### src/inc/bpp_pkg.sv
// Constants for the bipolar PROM programming host.
// Assumes a 125 MHz system clock; all timing counts derive from it.
package bpp_pkg;
    localparam int CLK_MHZ        = 125;
    localparam int ADDR_W         = 11;
    localparam int DATA_W         = 4;
    localparam int BIT_W          = 2;
    localparam int CNT_W          = 14;
    localparam int PCNT_W         = 14;
    // Times in nanoseconds, duty figure in percent
    localparam int PW_MIN_NS      = 7100;
    localparam int PW_MAX_NS      = 7900;
    localparam int PW_NOM_NS      = 7500;
    localparam int SENSE_DLY_NS   = 700;
    localparam int ADDR_GAP_NS    = 10000;
    localparam int DUTY_PCT       = 70;
    // Cycle counts, nominal pulse width and least delays rounded up
    localparam int PW_CYC         = (PW_NOM_NS * CLK_MHZ + 999) / 1000;
    localparam int SENSE_DLY_CYC  = (SENSE_DLY_NS * CLK_MHZ + 999) / 1000;
    localparam int ADDR_GAP_CYC   = (ADDR_GAP_NS * CLK_MHZ + 999) / 1000;
    // Each timed phase lasts its count plus this many cycles of load and done
    localparam int TMR_LAT        = 2;
    // Off time so that the on share stays at or above the duty figure;
    // the sense delay and both phase latencies come out of the same gap
    localparam int OFF_CYC        = ((PW_CYC + TMR_LAT) * (100 - DUTY_PCT)) / DUTY_PCT
                                    - SENSE_DLY_CYC - 2 * TMR_LAT;
    localparam logic [2:0] EXTRA_STD = 3'h4;
    localparam logic [2:0] EXTRA_FAST = 3'h1;
    localparam logic [PCNT_W-1:0] PULSE_LIMIT = 14'h2710;
    localparam logic [DATA_W-1:0] ERASED_WORD = 4'h0;
    typedef enum logic [7:0] {
        ST_IDLE   = 8'h01,
        ST_ASETUP = 8'h02,
        ST_PULSE  = 8'h04,
        ST_SDLY   = 8'h08,
        ST_OFF    = 8'h10,
        ST_AHOLD  = 8'h20,
        ST_READ   = 8'h40,
        ST_RDONE  = 8'h80
    } bpp_state_e;
endpackage

### src/core/bpp_host.sv
// Host controller that reads and programs a 2048 x 4 one-time bipolar PROM.
// Assumes pin inputs synchronous to clk; the analogue pulse source and sense
// comparator are external, switched by prog_drive and sense_en.
`timescale 1ns/100ps
`default_nettype none
module bpp_host
    import bpp_pkg::*;
(
    input  wire logic              clk,
    input  wire logic              nrst,
    input  wire logic              cmd_read,
    input  wire logic              cmd_prog,
    input  wire logic              fast_family,
    input  wire logic [ADDR_W-1:0] cmd_addr,
    input  wire logic [BIT_W-1:0]  cmd_bit,
    input  wire logic [DATA_W-1:0] prom_data_in,
    input  wire logic              sense_high,
    output logic [ADDR_W-1:0]      prom_addr,
    output logic                   prom_select_n,
    output logic [DATA_W-1:0]      prog_drive,
    output logic                   sense_en,
    output logic                   busy,
    output logic                   rd_valid,
    output logic [DATA_W-1:0]      rd_data,
    output logic                   prog_done,
    output logic                   prog_fail
);
    typedef struct packed {
        bpp_state_e        st;
        logic [ADDR_W-1:0] addr;
        logic              sel_n;
        logic [BIT_W-1:0]  bitsel;
        logic [DATA_W-1:0] drive;
        logic              sense;
        logic              seen_one;
        logic [2:0]        extra;
        logic [PCNT_W-1:0] pulses;
        logic              fail;
        logic              busy;
        logic              rd_valid;
        logic [DATA_W-1:0] rd_data;
        logic              done;
        logic              tload;
        logic [CNT_W-1:0]  tcount;
    } bpp_host_s;
    bpp_host_s r;
    bpp_host_s next_r;
    logic      t_done;

    // One-hot drive mask so only a single output carries current
    function automatic logic [DATA_W-1:0] bit_mask(input logic [BIT_W-1:0] b);
        bit_mask = DATA_W'(1) << b;
    endfunction

    bpp_cycle_timer u_tmr (
        .clk   (clk),
        .nrst  (nrst),
        .load  (r.tload),
        .count (r.tcount),
        .done  (t_done)
    );

    // ************************************************
    // Sequencer
    // ************************************************
    always_comb begin
        next_r = r;
        next_r.tload = 1'b0;
        next_r.rd_valid = 1'b0;
        next_r.done = 1'b0;
        case (r.st)
            ST_IDLE: begin
                next_r.busy = 1'b0;
                next_r.sel_n = 1'b1;
                next_r.drive = ERASED_WORD;
                next_r.sense = 1'b0;
                if (cmd_prog) begin
                    // Address first; select already high keeps part disabled
                    next_r.addr = cmd_addr;
                    next_r.bitsel = cmd_bit;
                    next_r.pulses = '0;
                    next_r.seen_one = 1'b0;
                    next_r.fail = 1'b0;
                    next_r.extra = fast_family ? EXTRA_FAST : EXTRA_STD;
                    next_r.busy = 1'b1;
                    next_r.tload = 1'b1;
                    next_r.tcount = CNT_W'(ADDR_GAP_CYC);
                    next_r.st = ST_ASETUP;
                end else if (cmd_read) begin
                    next_r.addr = cmd_addr;
                    next_r.sel_n = 1'b0;
                    next_r.busy = 1'b1;
                    next_r.tload = 1'b1;
                    next_r.tcount = CNT_W'(1);
                    next_r.st = ST_READ;
                end
            end
            ST_READ: begin
                if (t_done) begin
                    next_r.st = ST_RDONE;
                end
            end
            ST_RDONE: begin
                // Access time is tens of ns, well inside the four cycles waited
                next_r.rd_data = prom_data_in;
                next_r.rd_valid = 1'b1;
                next_r.sel_n = 1'b1;
                next_r.st = ST_IDLE;
            end
            ST_ASETUP: begin
                if (t_done) begin
                    next_r.drive = bit_mask(r.bitsel);
                    next_r.pulses = r.pulses + PCNT_W'(1);
                    next_r.tload = 1'b1;
                    next_r.tcount = CNT_W'(PW_CYC);
                    next_r.st = ST_PULSE;
                end
            end
            ST_PULSE: begin
                if (t_done) begin
                    next_r.drive = ERASED_WORD;
                    next_r.tload = 1'b1;
                    next_r.tcount = CNT_W'(SENSE_DLY_CYC);
                    next_r.st = ST_SDLY;
                end
            end
            ST_SDLY: begin
                next_r.sense = 1'b1;
                if (t_done) begin
                    next_r.tload = 1'b1;
                    next_r.tcount = CNT_W'(OFF_CYC);
                    next_r.st = ST_OFF;
                    if (r.seen_one) begin
                        next_r.extra = r.extra - 3'h1;
                    end else if (sense_high) begin
                        // Sensed one; bits only go from zero to one
                        next_r.seen_one = 1'b1;
                    end
                end
            end
            ST_OFF: begin
                if (t_done) begin
                    next_r.tload = 1'b1;
                    if (r.seen_one && r.extra == 3'h0) begin
                        next_r.sense = 1'b0;
                        next_r.tcount = CNT_W'(ADDR_GAP_CYC);
                        next_r.st = ST_AHOLD;
                    end else if (!r.seen_one && r.pulses >= PULSE_LIMIT) begin
                        next_r.fail = 1'b1;
                        next_r.sense = 1'b0;
                        next_r.tcount = CNT_W'(ADDR_GAP_CYC);
                        next_r.st = ST_AHOLD;
                    end else begin
                        next_r.sense = 1'b0;
                        next_r.drive = bit_mask(r.bitsel);
                        next_r.pulses = r.pulses + PCNT_W'(1);
                        next_r.tcount = CNT_W'(PW_CYC);
                        next_r.st = ST_PULSE;
                    end
                end
            end
            ST_AHOLD: begin
                if (t_done) begin
                    next_r.done = 1'b1;
                    next_r.st = ST_IDLE;
                end
            end
            default: begin
                next_r.st = ST_IDLE;
            end
        endcase
    end

    always_ff @(posedge clk) begin
        if (!nrst) begin
            r <= '0;
            r.st <= ST_IDLE;
            r.sel_n <= 1'b1;
        end else begin
            r <= next_r;
        end
    end

    // ************************************************
    // Outputs
    // ************************************************
    assign prom_addr     = r.addr;
    assign prom_select_n = r.sel_n;
    assign prog_drive    = r.drive;
    assign sense_en      = r.sense;
    assign busy          = r.busy;
    assign rd_valid      = r.rd_valid;
    assign rd_data       = r.rd_data;
    assign prog_done     = r.done;
    assign prog_fail     = r.fail;
endmodule // bpp_host
`default_nettype wire

### src/core/bpp_cycle_timer.sv
// Down-counting delay timer with a one-cycle done pulse.
// Assumes load has priority over counting.
`timescale 1ns/100ps
`default_nettype none
module bpp_cycle_timer
    import bpp_pkg::*;
(
    input  wire logic             clk,
    input  wire logic             nrst,
    input  wire logic             load,
    input  wire logic [CNT_W-1:0] count,
    output logic                  done
);
    typedef struct packed {
        logic [CNT_W-1:0] cnt;
        logic             run;
        logic             done;
    } bpp_tmr_s;
    bpp_tmr_s r;
    bpp_tmr_s next_r;
    always_comb begin
        next_r = r;
        next_r.done = 1'b0;
        if (load) begin
            next_r.cnt = count;
            next_r.run = 1'b1;
        end else if (r.run) begin
            if (r.cnt <= CNT_W'(1)) begin
                next_r.run = 1'b0;
                next_r.done = 1'b1;
            end else begin
                next_r.cnt = r.cnt - CNT_W'(1);
            end
        end
    end
    always_ff @(posedge clk) begin
        if (!nrst) begin
            r <= '0;
        end else begin
            r <= next_r;
        end
    end
    assign done = r.done;
endmodule // bpp_cycle_timer
`default_nettype wire

### config.mk
export PLATFORM = sky130hd
export DESIGN_NAME = bpp_host
export DESIGN_NICKNAME = d
export VERILOG_FILES = /design/src/inc/bpp_pkg.sv /design/src/core/bpp_host.sv /design/src/core/bpp_cycle_timer.sv
export SDC_FILE = /design/constraint.sdc
export NUM_CORES = 1
export LEC_CHECK = 0
export BUFFER_PORTS_ARGS = -buffer_cell sky130_fd_sc_hd__buf_2
export CAP_MARGIN = 5
export CORE_UTILIZATION = 50
export DETAILED_ROUTE_END_ITERATION = 16
export PLACE_DENSITY = 0.7
export REMOVE_ABC_BUFFERS = 1
export SKIP_LAST_GASP = 1
export SYNTH_ARGS = -nofsm -noshare
export SYNTH_HDL_FRONTEND = slang
export SYNTH_HIERARCHICAL = 1
export SYNTH_SLANG_ARGS = --single-unit
### constraint.sdc
create_clock -name clk -period 4.2 [get_ports clk]
set_input_delay 0.84 -clock clk [delete_from_list [all_inputs] [get_ports clk]]
set_output_delay 0.84 -clock clk [all_outputs]
set_load 0.05 [all_outputs]
==> summary.txt, run 1 <==
FLOORPLANNING
---------------------------------------------------------------------------------
Core footprint                                                        0.00785 mm2
Die Area                                                              0.00864 mm2
Die Y-Extent                                                              93.0 um
IO Pins                                                                        48
Horiz. Die Dim                                                            93.0 um
Row cnt                                                                        32
Starting density of the core                                                0.527

MIN PATH
---------------------------------------------------------------------------------
Type of the worst min-delay path                                     register to register

ROUTING
---------------------------------------------------------------------------------
Number of optimization iterations in the first detailed-route pass              5
Number of DRC violations after detailed routing                                 0
Count of nets left with antenna violations after detail routing                 0
Total Routed Length                                                       9380 um
Number of DRC violations after detailed-routing iteration 0                   247
Via count                                                                    3501
Post-detailed-route wirelength per cell                                   15.4 um
Via density                                                                  5.73

SETUP PATH
---------------------------------------------------------------------------------
Crit start category                                                      register
Crit path DAT                                                             3.08 ns
Critical Setup Path Class                                            register to register
Sort of element at the end of the critical path                          register
Critical Path RT                                                          4.43 ns
Largest fanout on the critical path                                            16

CTS
---------------------------------------------------------------------------------
Clk Latency, worst-skew pair                                              0.35 ns
TritonCTS clock tree                                                        built
Number of setup buffers added after CTS                                         0
H-tree depth                                                                    3
Num CTS Buffers                                                                 9
CTS sink cnt                                                                   80
Number of gates resized after cts                                               0
Clock transition at the registers of the reported paths                   0.08 ns
Root cell of the clock tree                                          sky130_fd_sc_hd__clkbuf_8
Hold buffers post-CTS                                                           0
Clock tree buffer depth                                                         2

TIMING
---------------------------------------------------------------------------------
Final setup viols                                                               0
Worst Clk Skew                                                          0.0147 ns
Post-Route Hold Slack                                                    0.455 ns
Total Negative Setup Slacks                                                  0 ns
Actual slew at the worst max-slew pin                                     1.26 ns
Achievable frequency                                                    0.351 GHz
Slew HR                                                                     0.152
Number of pins with negative max-slew slack in the final report                 0
Final worst-path cycle share                                                0.679
Total count of hold-check failures in the final report                          0
Final min period                                                          2.85 ns
RSZ-0062 raised after global routing                                        false

YOSYS
---------------------------------------------------------------------------------
Synthesized-area fraction occupied by ao, oa, aoi and oai cells             0.163
Mean instance size in the synthesized netlist                            8.46 um2
Share of synthesized cell area in and, or, nand and nor gates               0.273
Post-synth ARST share                                                           0
Post-synthesis sequential element count                                        80
Synthesized area                                                      0.00414 mm2
Synth Area in XOR/XNOR                                                     0.0272
Yosys Warn Count                                                                6
Mux share of post-synthesis cell area                                      0.0532
Post-synthesis instance total                                                 489
Count of flip-flops with a built-in enable after synthesis                      0
Sequential share of the synthesized area                                    0.387
Number of different library cells in the post-synthesis netlist                72
Main combinational cell family by area after synthesis               simple AND/OR/NAND/NOR gates
Fraction of the mapped netlist area in adder cells                         0.0181
Most used flip-flop cell after synthesis                             sky130_fd_sc_hd__dfxtp_1

GLOBAL ROUTING
---------------------------------------------------------------------------------
Total routing usage reported by global routing                              0.233
Via count of the first global-routing pass                                   3277
Global-route wire length before repair                                   15900 um
Grt met3 use                                                               0.0558
GR Layer Usage met2                                                         0.375
Global-route congestion overflow total                                          0
Met1 GRT Util                                                               0.312
Number of antenna violations at the first check in global routing               0
Pin count of the biggest net entering global routing                           31
Layer with the highest usage after global routing                            met2

PLACEMENT
---------------------------------------------------------------------------------
Placed wire-length estimate after detailed placement                      6750 um
RePlAce Congestion                                                          0.912
IO buf count                                                                   47

POWER AND IR DROP
---------------------------------------------------------------------------------
Worst IR drop on VDD                                                     0.296 mV
Leak Pwr                                                                  1.81 nW
Power per standard cell area                                           620 mW/mm2

OUTCOME
---------------------------------------------------------------------------------
Status                                                               complete, no violations

FINAL LAYOUT
---------------------------------------------------------------------------------
Fill cells                                                                    760
Layout overhead on the synthesized area                                     8.29%
Fraction of layout cells with a size suffix above 1                         0.173
Ant. Diodes                                                                     0
Fin nets                                                                      533

FLOW RUN
---------------------------------------------------------------------------------
Max-capacitance violation count                                                 0

## cell families after synthesis
| group | after synthesis |
|---|---|
| AND/OR/NAND/NOR | 199 |
| AO/OA/AOI/OAI | 107 |
| flip-flops | 80 |
| buffers and inverters | 62 |
| multiplexers | 22 |
| XOR/XNOR | 12 |
| adder cells (fa/ha/maj) | 6 |
| other | 1 |
## where the power goes
part           switching, mW  leakage [nW]  total [mW]  internal, mW
sequential             0.154         0.651        1.03         0.880
clock                  0.277         0.111       0.631         0.354
combinational          0.702          1.05        1.11         0.410
## layer usage
metal  wire length (um)  share of wire
met3                468          0.050
met1               4420           0.47
met2               4360           0.47
met5                  0              0
met4                127          0.014
## final timing paths
path	start	depth (start not counted)	end	slack, ns
setup / recovery	r[64]$_SDFFE_PN0P_	5	prom_addr[6]$_SDFFE_PN0P_	1.35
hold / removal	prog_drive[2]$_SDFFE_PN0P_	2	prog_drive[2]$_SDFFE_PN0P_	0.45
setup reg to reg	r[64]$_SDFFE_PN0P_	5	prom_addr[6]$_SDFFE_PN0P_	1.35
hold reg to reg	prog_drive[2]$_SDFFE_PN0P_	2	prog_drive[2]$_SDFFE_PN0P_	0.45
## metrics by stage
stage               instance area, um2  worst slack [ns]  utilization  total power [mW]  instances
floorplan                         3880              1.81            -              1.89        444
global placement                  4260              1.47        0.542              2.13        595
detailed placement                4260              1.34        0.542              2.15        595
CTS                               4480              1.30        0.571              2.79        611
global route                      4480             0.991        0.571              2.95        611
finish                            4480              1.35        0.571              2.78        611
## cell type report
class                           instances  area [um2]  share of cell area
Tap cell                              102         128              0.0285
Multi-Input combinational cell        349        2220               0.496
Clock buffer                           12         145              0.0324
Inverter                               15        56.3              0.0126
Sequential cell                        80        1600               0.358
Timing Repair Buffer                   49         250              0.0559
Clock inverter                          4        77.6              0.0173
## critical path, stage by stage (launching register included)
cell and delay (ns):
sky130_fd_sc_hd__dfxtp_1 0.51, sky130_fd_sc_hd__nor3_1 0.38, sky130_fd_sc_hd__and3_1 0.51, sky130_fd_sc_hd__nor2b_1 0.97
sky130_fd_sc_hd__mux2i_1 0.31, sky130_fd_sc_hd__nor2_1 0.06
## placed cells by master, fill, tap and decap left out, drive strengths merged, types with 6 or more instances in the layout
| cell | Yosys | routed |
|---|---|---|
| a21oi | 39 | 39 |
| a31oi | 6 | 6 |
| and3 | 6 | 6 |
| buf | 32 | 49 |
| clkbuf | 15 | 12 |
| dfxtp | 80 | 80 |
| ha | 6 | 6 |
| inv | 15 | 15 |
| mux2i | 22 | 22 |
| nand2 | 36 | 36 |
| nand3 | 22 | 22 |
| nand3b | 6 | 6 |
| nor2 | 53 | 53 |
| nor2b | 6 | 6 |
| nor3 | 16 | 16 |
| nor3b | 6 | 6 |
| nor4 | 13 | 13 |
| o21a | 6 | 6 |
| o21ai | 22 | 22 |
| or3 | 8 | 8 |
| xnor2 | 10 | 10 |
## Yosys cell counts, types with 8 or more instances
master | number | area (um2)
sky130_fd_sc_hd__a21oi_1 | 39 | 195
sky130_fd_sc_hd__buf_2 | 12 | 60.1
sky130_fd_sc_hd__buf_4 | 19 | 143
sky130_fd_sc_hd__clkbuf_1 | 13 | 48.8
sky130_fd_sc_hd__dfxtp_1 | 80 | 1600
sky130_fd_sc_hd__inv_1 | 15 | 56.3
sky130_fd_sc_hd__mux2i_1 | 22 | 220
sky130_fd_sc_hd__nand2_1 | 35 | 131
sky130_fd_sc_hd__nand3_1 | 20 | 100
sky130_fd_sc_hd__nor2_1 | 53 | 199
sky130_fd_sc_hd__nor3_1 | 12 | 60.1
sky130_fd_sc_hd__nor4_1 | 8 | 50.1
sky130_fd_sc_hd__o21ai_0 | 21 | 105
sky130_fd_sc_hd__or3_1 | 8 | 50.1
sky130_fd_sc_hd__xnor2_1 | 9 | 78.8
## registers in the layout, summed over array words and instances, names as in the netlist, 4 cells and up
| name | count |
|---|---|
| prom_addr | 11 |
| r | 39 |
| u_tmr/r | 15 |
| prog_drive | 4 |
| rd_data | 4 |
Power figures use the tool's default switching activity.
==> run 2, diff against run 1 <==
Settings changed: ABC_AREA set to 1, PLACE_DENSITY 0.7 to 0.72.
Clock period 4.2 ns to 2.44 ns, I/O delays scaled along.
==> summary.txt, run 2 <==
SETUP PATH
---------------------------------------------------------------------------------
Largest fanout on the critical path                                            14   -2
Sort of element at the end of the critical path                          register
Launch point of the worst path                                       r[65]$_SDFFE_PN0P_
Critical Setup Path Class                                            register to register
End of the critical path                                             r[5]$_SDFFE_PN0P_
Cell family with most CP delay                                       simple AND/OR/NAND/NOR gates
Most repeated library cell on the critical path                      sky130_fd_sc_hd__nor2_1
Chain of cells forming the critical path                             nor2_2 > nand2_4 > nor2_1 > nand2_1 > nand2_1 > nor2_2 > nand2_2 > inv_2 > nor2_1 > nor2_1
Launch point of the worst reg-to-reg path                            r[65]$_SDFFE_PN0P_
Slowest CP cell                                                      sky130_fd_sc_hd__dfxtp_1
Worst path max stage delay                                                0.35 ns   -0.62 ns
Worst Reg-to-Reg Cells                                                         10   +5
Worst setup slack for register-to-register paths                          0.52 ns   -0.83 ns
End of the worst register-to-register path                           r[5]$_SDFFE_PN0P_
Critical Path RT                                                          2.69 ns   -1.74 ns
Instance count on the critical path                                            10   +5
Crit start category                                                      register
CP bufs+invs                                                                    1   +1
Crit path DAT                                                             2.16 ns   -0.92 ns

MIN PATH
---------------------------------------------------------------------------------
Hold path cells                                                                 2   unchanged
Type of the worst min-delay path                                     primary input to register
Worst Min Path Start                                                 prom_data_in[3]

POWER AND IR DROP
---------------------------------------------------------------------------------
Total Power                                                               4.89 mW   +76%
Power per standard cell area                                           981 mW/mm2   +58%
Leak Pwr                                                                  2.39 nW   +32%
Worst IR drop on VDD                                                     0.414 mV   +40%

GLOBAL ROUTING
---------------------------------------------------------------------------------
Global-route wire length before repair                                   17900 um   +13%
Via count of the first global-routing pass                                   4140   +26%
Pin count of the biggest net entering global routing                           23   -26%
Total routing usage reported by global routing                              0.228   -0.00505
Grt met3 use                                                               0.0302   -0.0256
Layer with the highest usage after global routing                            met2
Number of antenna violations at the first check in global routing               0   unchanged
Global-route congestion overflow total                                          0   unchanged
GR Layer Usage met2                                                         0.400   +0.0249
Met1 GRT Util                                                               0.280   -0.0317

TIMING
---------------------------------------------------------------------------------
Final worst-path cycle share                                                0.785   +0.106
Achievable frequency                                                    0.522 GHz   +49%
Min setup slack post-route                                               0.524 ns   -0.825 ns
Final min period                                                          1.92 ns   -0.935 ns
Total count of hold-check failures in the final report                          0   unchanged
Number of pins with negative max-slew slack in the final report                 0   unchanged
Worst Clk Skew                                                          0.0139 ns   -0.000833 ns
Total Negative Setup Slacks                                                  0 ns   unchanged
Final setup viols                                                               0   unchanged
RSZ-0062 raised after global routing                                        false

CTS
---------------------------------------------------------------------------------
Clock tree buffer depth                                                         2   unchanged
TritonCTS clock tree                                                        built
CTS sink cnt                                                                   80   unchanged
Clk Latency, worst-skew pair                                              0.36 ns   about the same
Number of setup buffers added after CTS                                         0   unchanged
Hold buffers post-CTS                                                           0   unchanged
Num CTS Buffers                                                                 9   unchanged
H-tree depth                                                                    3   unchanged
Clock transition at the registers of the reported paths                   0.08 ns   about the same
Root cell of the clock tree                                          sky130_fd_sc_hd__clkbuf_8
Number of gates resized after cts                                               0   unchanged

YOSYS
---------------------------------------------------------------------------------
Most common library cells after synthesis                            sky130_fd_sc_hd__nand2_1, sky130_fd_sc_hd__nor2_1, sky130_fd_sc_hd__dfxtp_1
Mean instance size in the synthesized netlist                            6.52 um2   -23%
Yosys Warn Count                                                                6   unchanged
Top-count cell post-synth                                            sky130_fd_sc_hd__nand2_1
Post-synth ARST share                                                           0   unchanged
Most used flip-flop cell after synthesis                             sky130_fd_sc_hd__dfxtp_1
Count of flip-flops with a built-in enable after synthesis                      0   unchanged
Synth area leader                                                    sky130_fd_sc_hd__dfxtp_1
Sequential share of the synthesized area                                    0.350   -0.0370
Share of the synthesized area in the top cell type                          0.350   -0.0370
Top cells by area, synth                                             sky130_fd_sc_hd__dfxtp_1, sky130_fd_sc_hd__nand2_1, sky130_fd_sc_hd__nor2_1
Post-synthesis instance total                                                 701   +43%
Synthesized area                                                      0.00457 mm2   +11%
Number of different library cells in the post-synthesis netlist                33   -54%
Post-synthesis sequential element count                                        80   unchanged

OUTCOME
---------------------------------------------------------------------------------
Violations in the final reports                                      design-rule violations
Status                                                               finished, violations left

FINAL LAYOUT
---------------------------------------------------------------------------------
Largest register by flop count                                                  r
Ant. Diodes                                                                     0   unchanged
Fraction of layout cells with a size suffix above 1                         0.175   +0.00215
Most common cell after layout, fill and taps aside                   sky130_fd_sc_hd__nand2_1
Layout overhead on the synthesized area                                     8.95%
Final core utilization                                                      0.566   -0.00501
Most used cells in the layout excluding fill and tap cells           sky130_fd_sc_hd__nand2_1, sky130_fd_sc_hd__nor2_1, sky130_fd_sc_hd__dfxtp_1
Flip-flop count of the largest register after layout                           39   unchanged
Fin nets                                                                      761   +43%
Fill cells                                                                    861   +13%

ROUTING
---------------------------------------------------------------------------------
Via density                                                                  5.11   -11%
Total Routed Length                                                      10200 um   +8.7%
Count of nets left with antenna violations after detail routing                 0   unchanged
Post-detailed-route wirelength per cell                                   12.1 um   -21%
Number of DRC violations after detailed-routing iteration 0                   224   -9.3%
Via count                                                                    4321   +23%
Number of optimization iterations in the first detailed-route pass             11   +6
Number of DRC violations after detailed routing                                 4   +4

FLOORPLANNING
---------------------------------------------------------------------------------
Die Y-Extent                                                              97.6 um   +5.0%
Core footprint                                                        0.00881 mm2   +12%
Starting density of the core                                                0.519   -0.00778
Horiz. Die Dim                                                            97.6 um   +5.0%
Die Area                                                              0.00953 mm2   +10%
IO Pins                                                                        48   unchanged
Row cnt                                                                        34   +6.3%

FLOW RUN
---------------------------------------------------------------------------------
Max-capacitance violation count                                                 0   unchanged

PLACEMENT
---------------------------------------------------------------------------------
Placed wire-length estimate after detailed placement                      7530 um   +12%
RePlAce Congestion                                                          0.920   +0.92%
Pre-CTS worst setup slack                                                0.443 ns   -0.892 ns
IO buf count                                                                   47   unchanged

## run 2: cell count changes after synthesis, moves of 9 or more
cell | previous run | this run
sky130_fd_sc_hd__o21ai_0 | 21 | 30
sky130_fd_sc_hd__inv_2 | 0 | 11
sky130_fd_sc_hd__nor2_2 | 0 | 9
sky130_fd_sc_hd__nor2_1 | 53 | 123
sky130_fd_sc_hd__a21oi_2 | 0 | 11
sky130_fd_sc_hd__mux2i_1 | 22 | 0
sky130_fd_sc_hd__nand2_1 | 35 | 180
sky130_fd_sc_hd__nand2_2 | 1 | 14
sky130_fd_sc_hd__a21oi_1 | 39 | 30
sky130_fd_sc_hd__inv_1 | 15 | 63
sky130_fd_sc_hd__nand3_1 | 20 | 61
## run 2: worst register-to-register path: cells and delay by family, from the launching register on
family	cells	cell delay, ns
buffers and inverters	1	0.07
DFF	1	0.35
and+or+nand+nor	9	1.39
## run 2: worst min path at each step
stage / to / slack [ns]
floorplan: r[38]$_SDFFE_PN0P_ / 0.45
global placement: busy$_SDFFE_PN0P_ / 0.45
detailed placement: rd_data[0]$_SDFFE_PN0P_ / 0.46
CTS: rd_data[2]$_SDFFE_PN0P_ / 0.35
global route: rd_data[3]$_SDFFE_PN0P_ / 0.35
finish: rd_data[3]$_SDFFE_PN0P_ / 0.35
## run 2: per-layer routing
metal	up-vias	wire, um
met5	-	0
met4	0	159
met3	10	422
met2	87	4920
met1	1979	4700
li1	2245	-
## run 2: through the flow
stage | hold WS [ns] | std cells | area [um2]
3_3_place_gp | 0.451 | 829 | 4760
5_1_grt | 0.348 | 845 | 4980
4_1_cts | 0.350 | 845 | 4980
6_report | 0.353 | 845 | 4980
2_1_floorplan | 0.445 | 669 | 4350
3_5_place_dp | 0.460 | 829 | 4760
## run 2: layout make-up
class | count | area [um2] | area share
well taps | 108 | 135 | 0.0271
inverters | 76 | 288 | 0.0578
clock inverters | 7 | 96.3 | 0.0193
repair buffers | 52 | 273 | 0.0547
multi-input cells | 513 | 2460 | 0.495
flip-flops and latches | 80 | 1600 | 0.321
clock buffers | 9 | 124 | 0.0249
## run 2: cells by family (layout without fill, tap and decap cells)
kind of cell / count (synthesis) / count (layout) / share of synthesized area
AND/OR/NAND/NOR: 415 / 415 / 0.401
other: 1 / 3 / 0.000820
buffers and inverters: 110 / 144 / 0.112
flip-flops: 80 / 80 / 0.350
XOR/XNOR: 10 / 10 / 0.0192
adder cells (fa/ha/maj): 6 / 6 / 0.0164
AO/OA/AOI/OAI: 79 / 79 / 0.100
## run 2: power breakdown
| part | leakage [nW] | switching (mW) | internal [mW] | total [mW] |
|---|---|---|---|---|
| registers | 0.653 | 0.169 | 1.53 | 1.70 |
| clock network | 0.113 | 0.503 | 0.577 | 1.08 |
| logic | 1.63 | 1.50 | 0.605 | 2.10 |
| total | 2.39 | 2.17 | 2.72 | 4.89 |
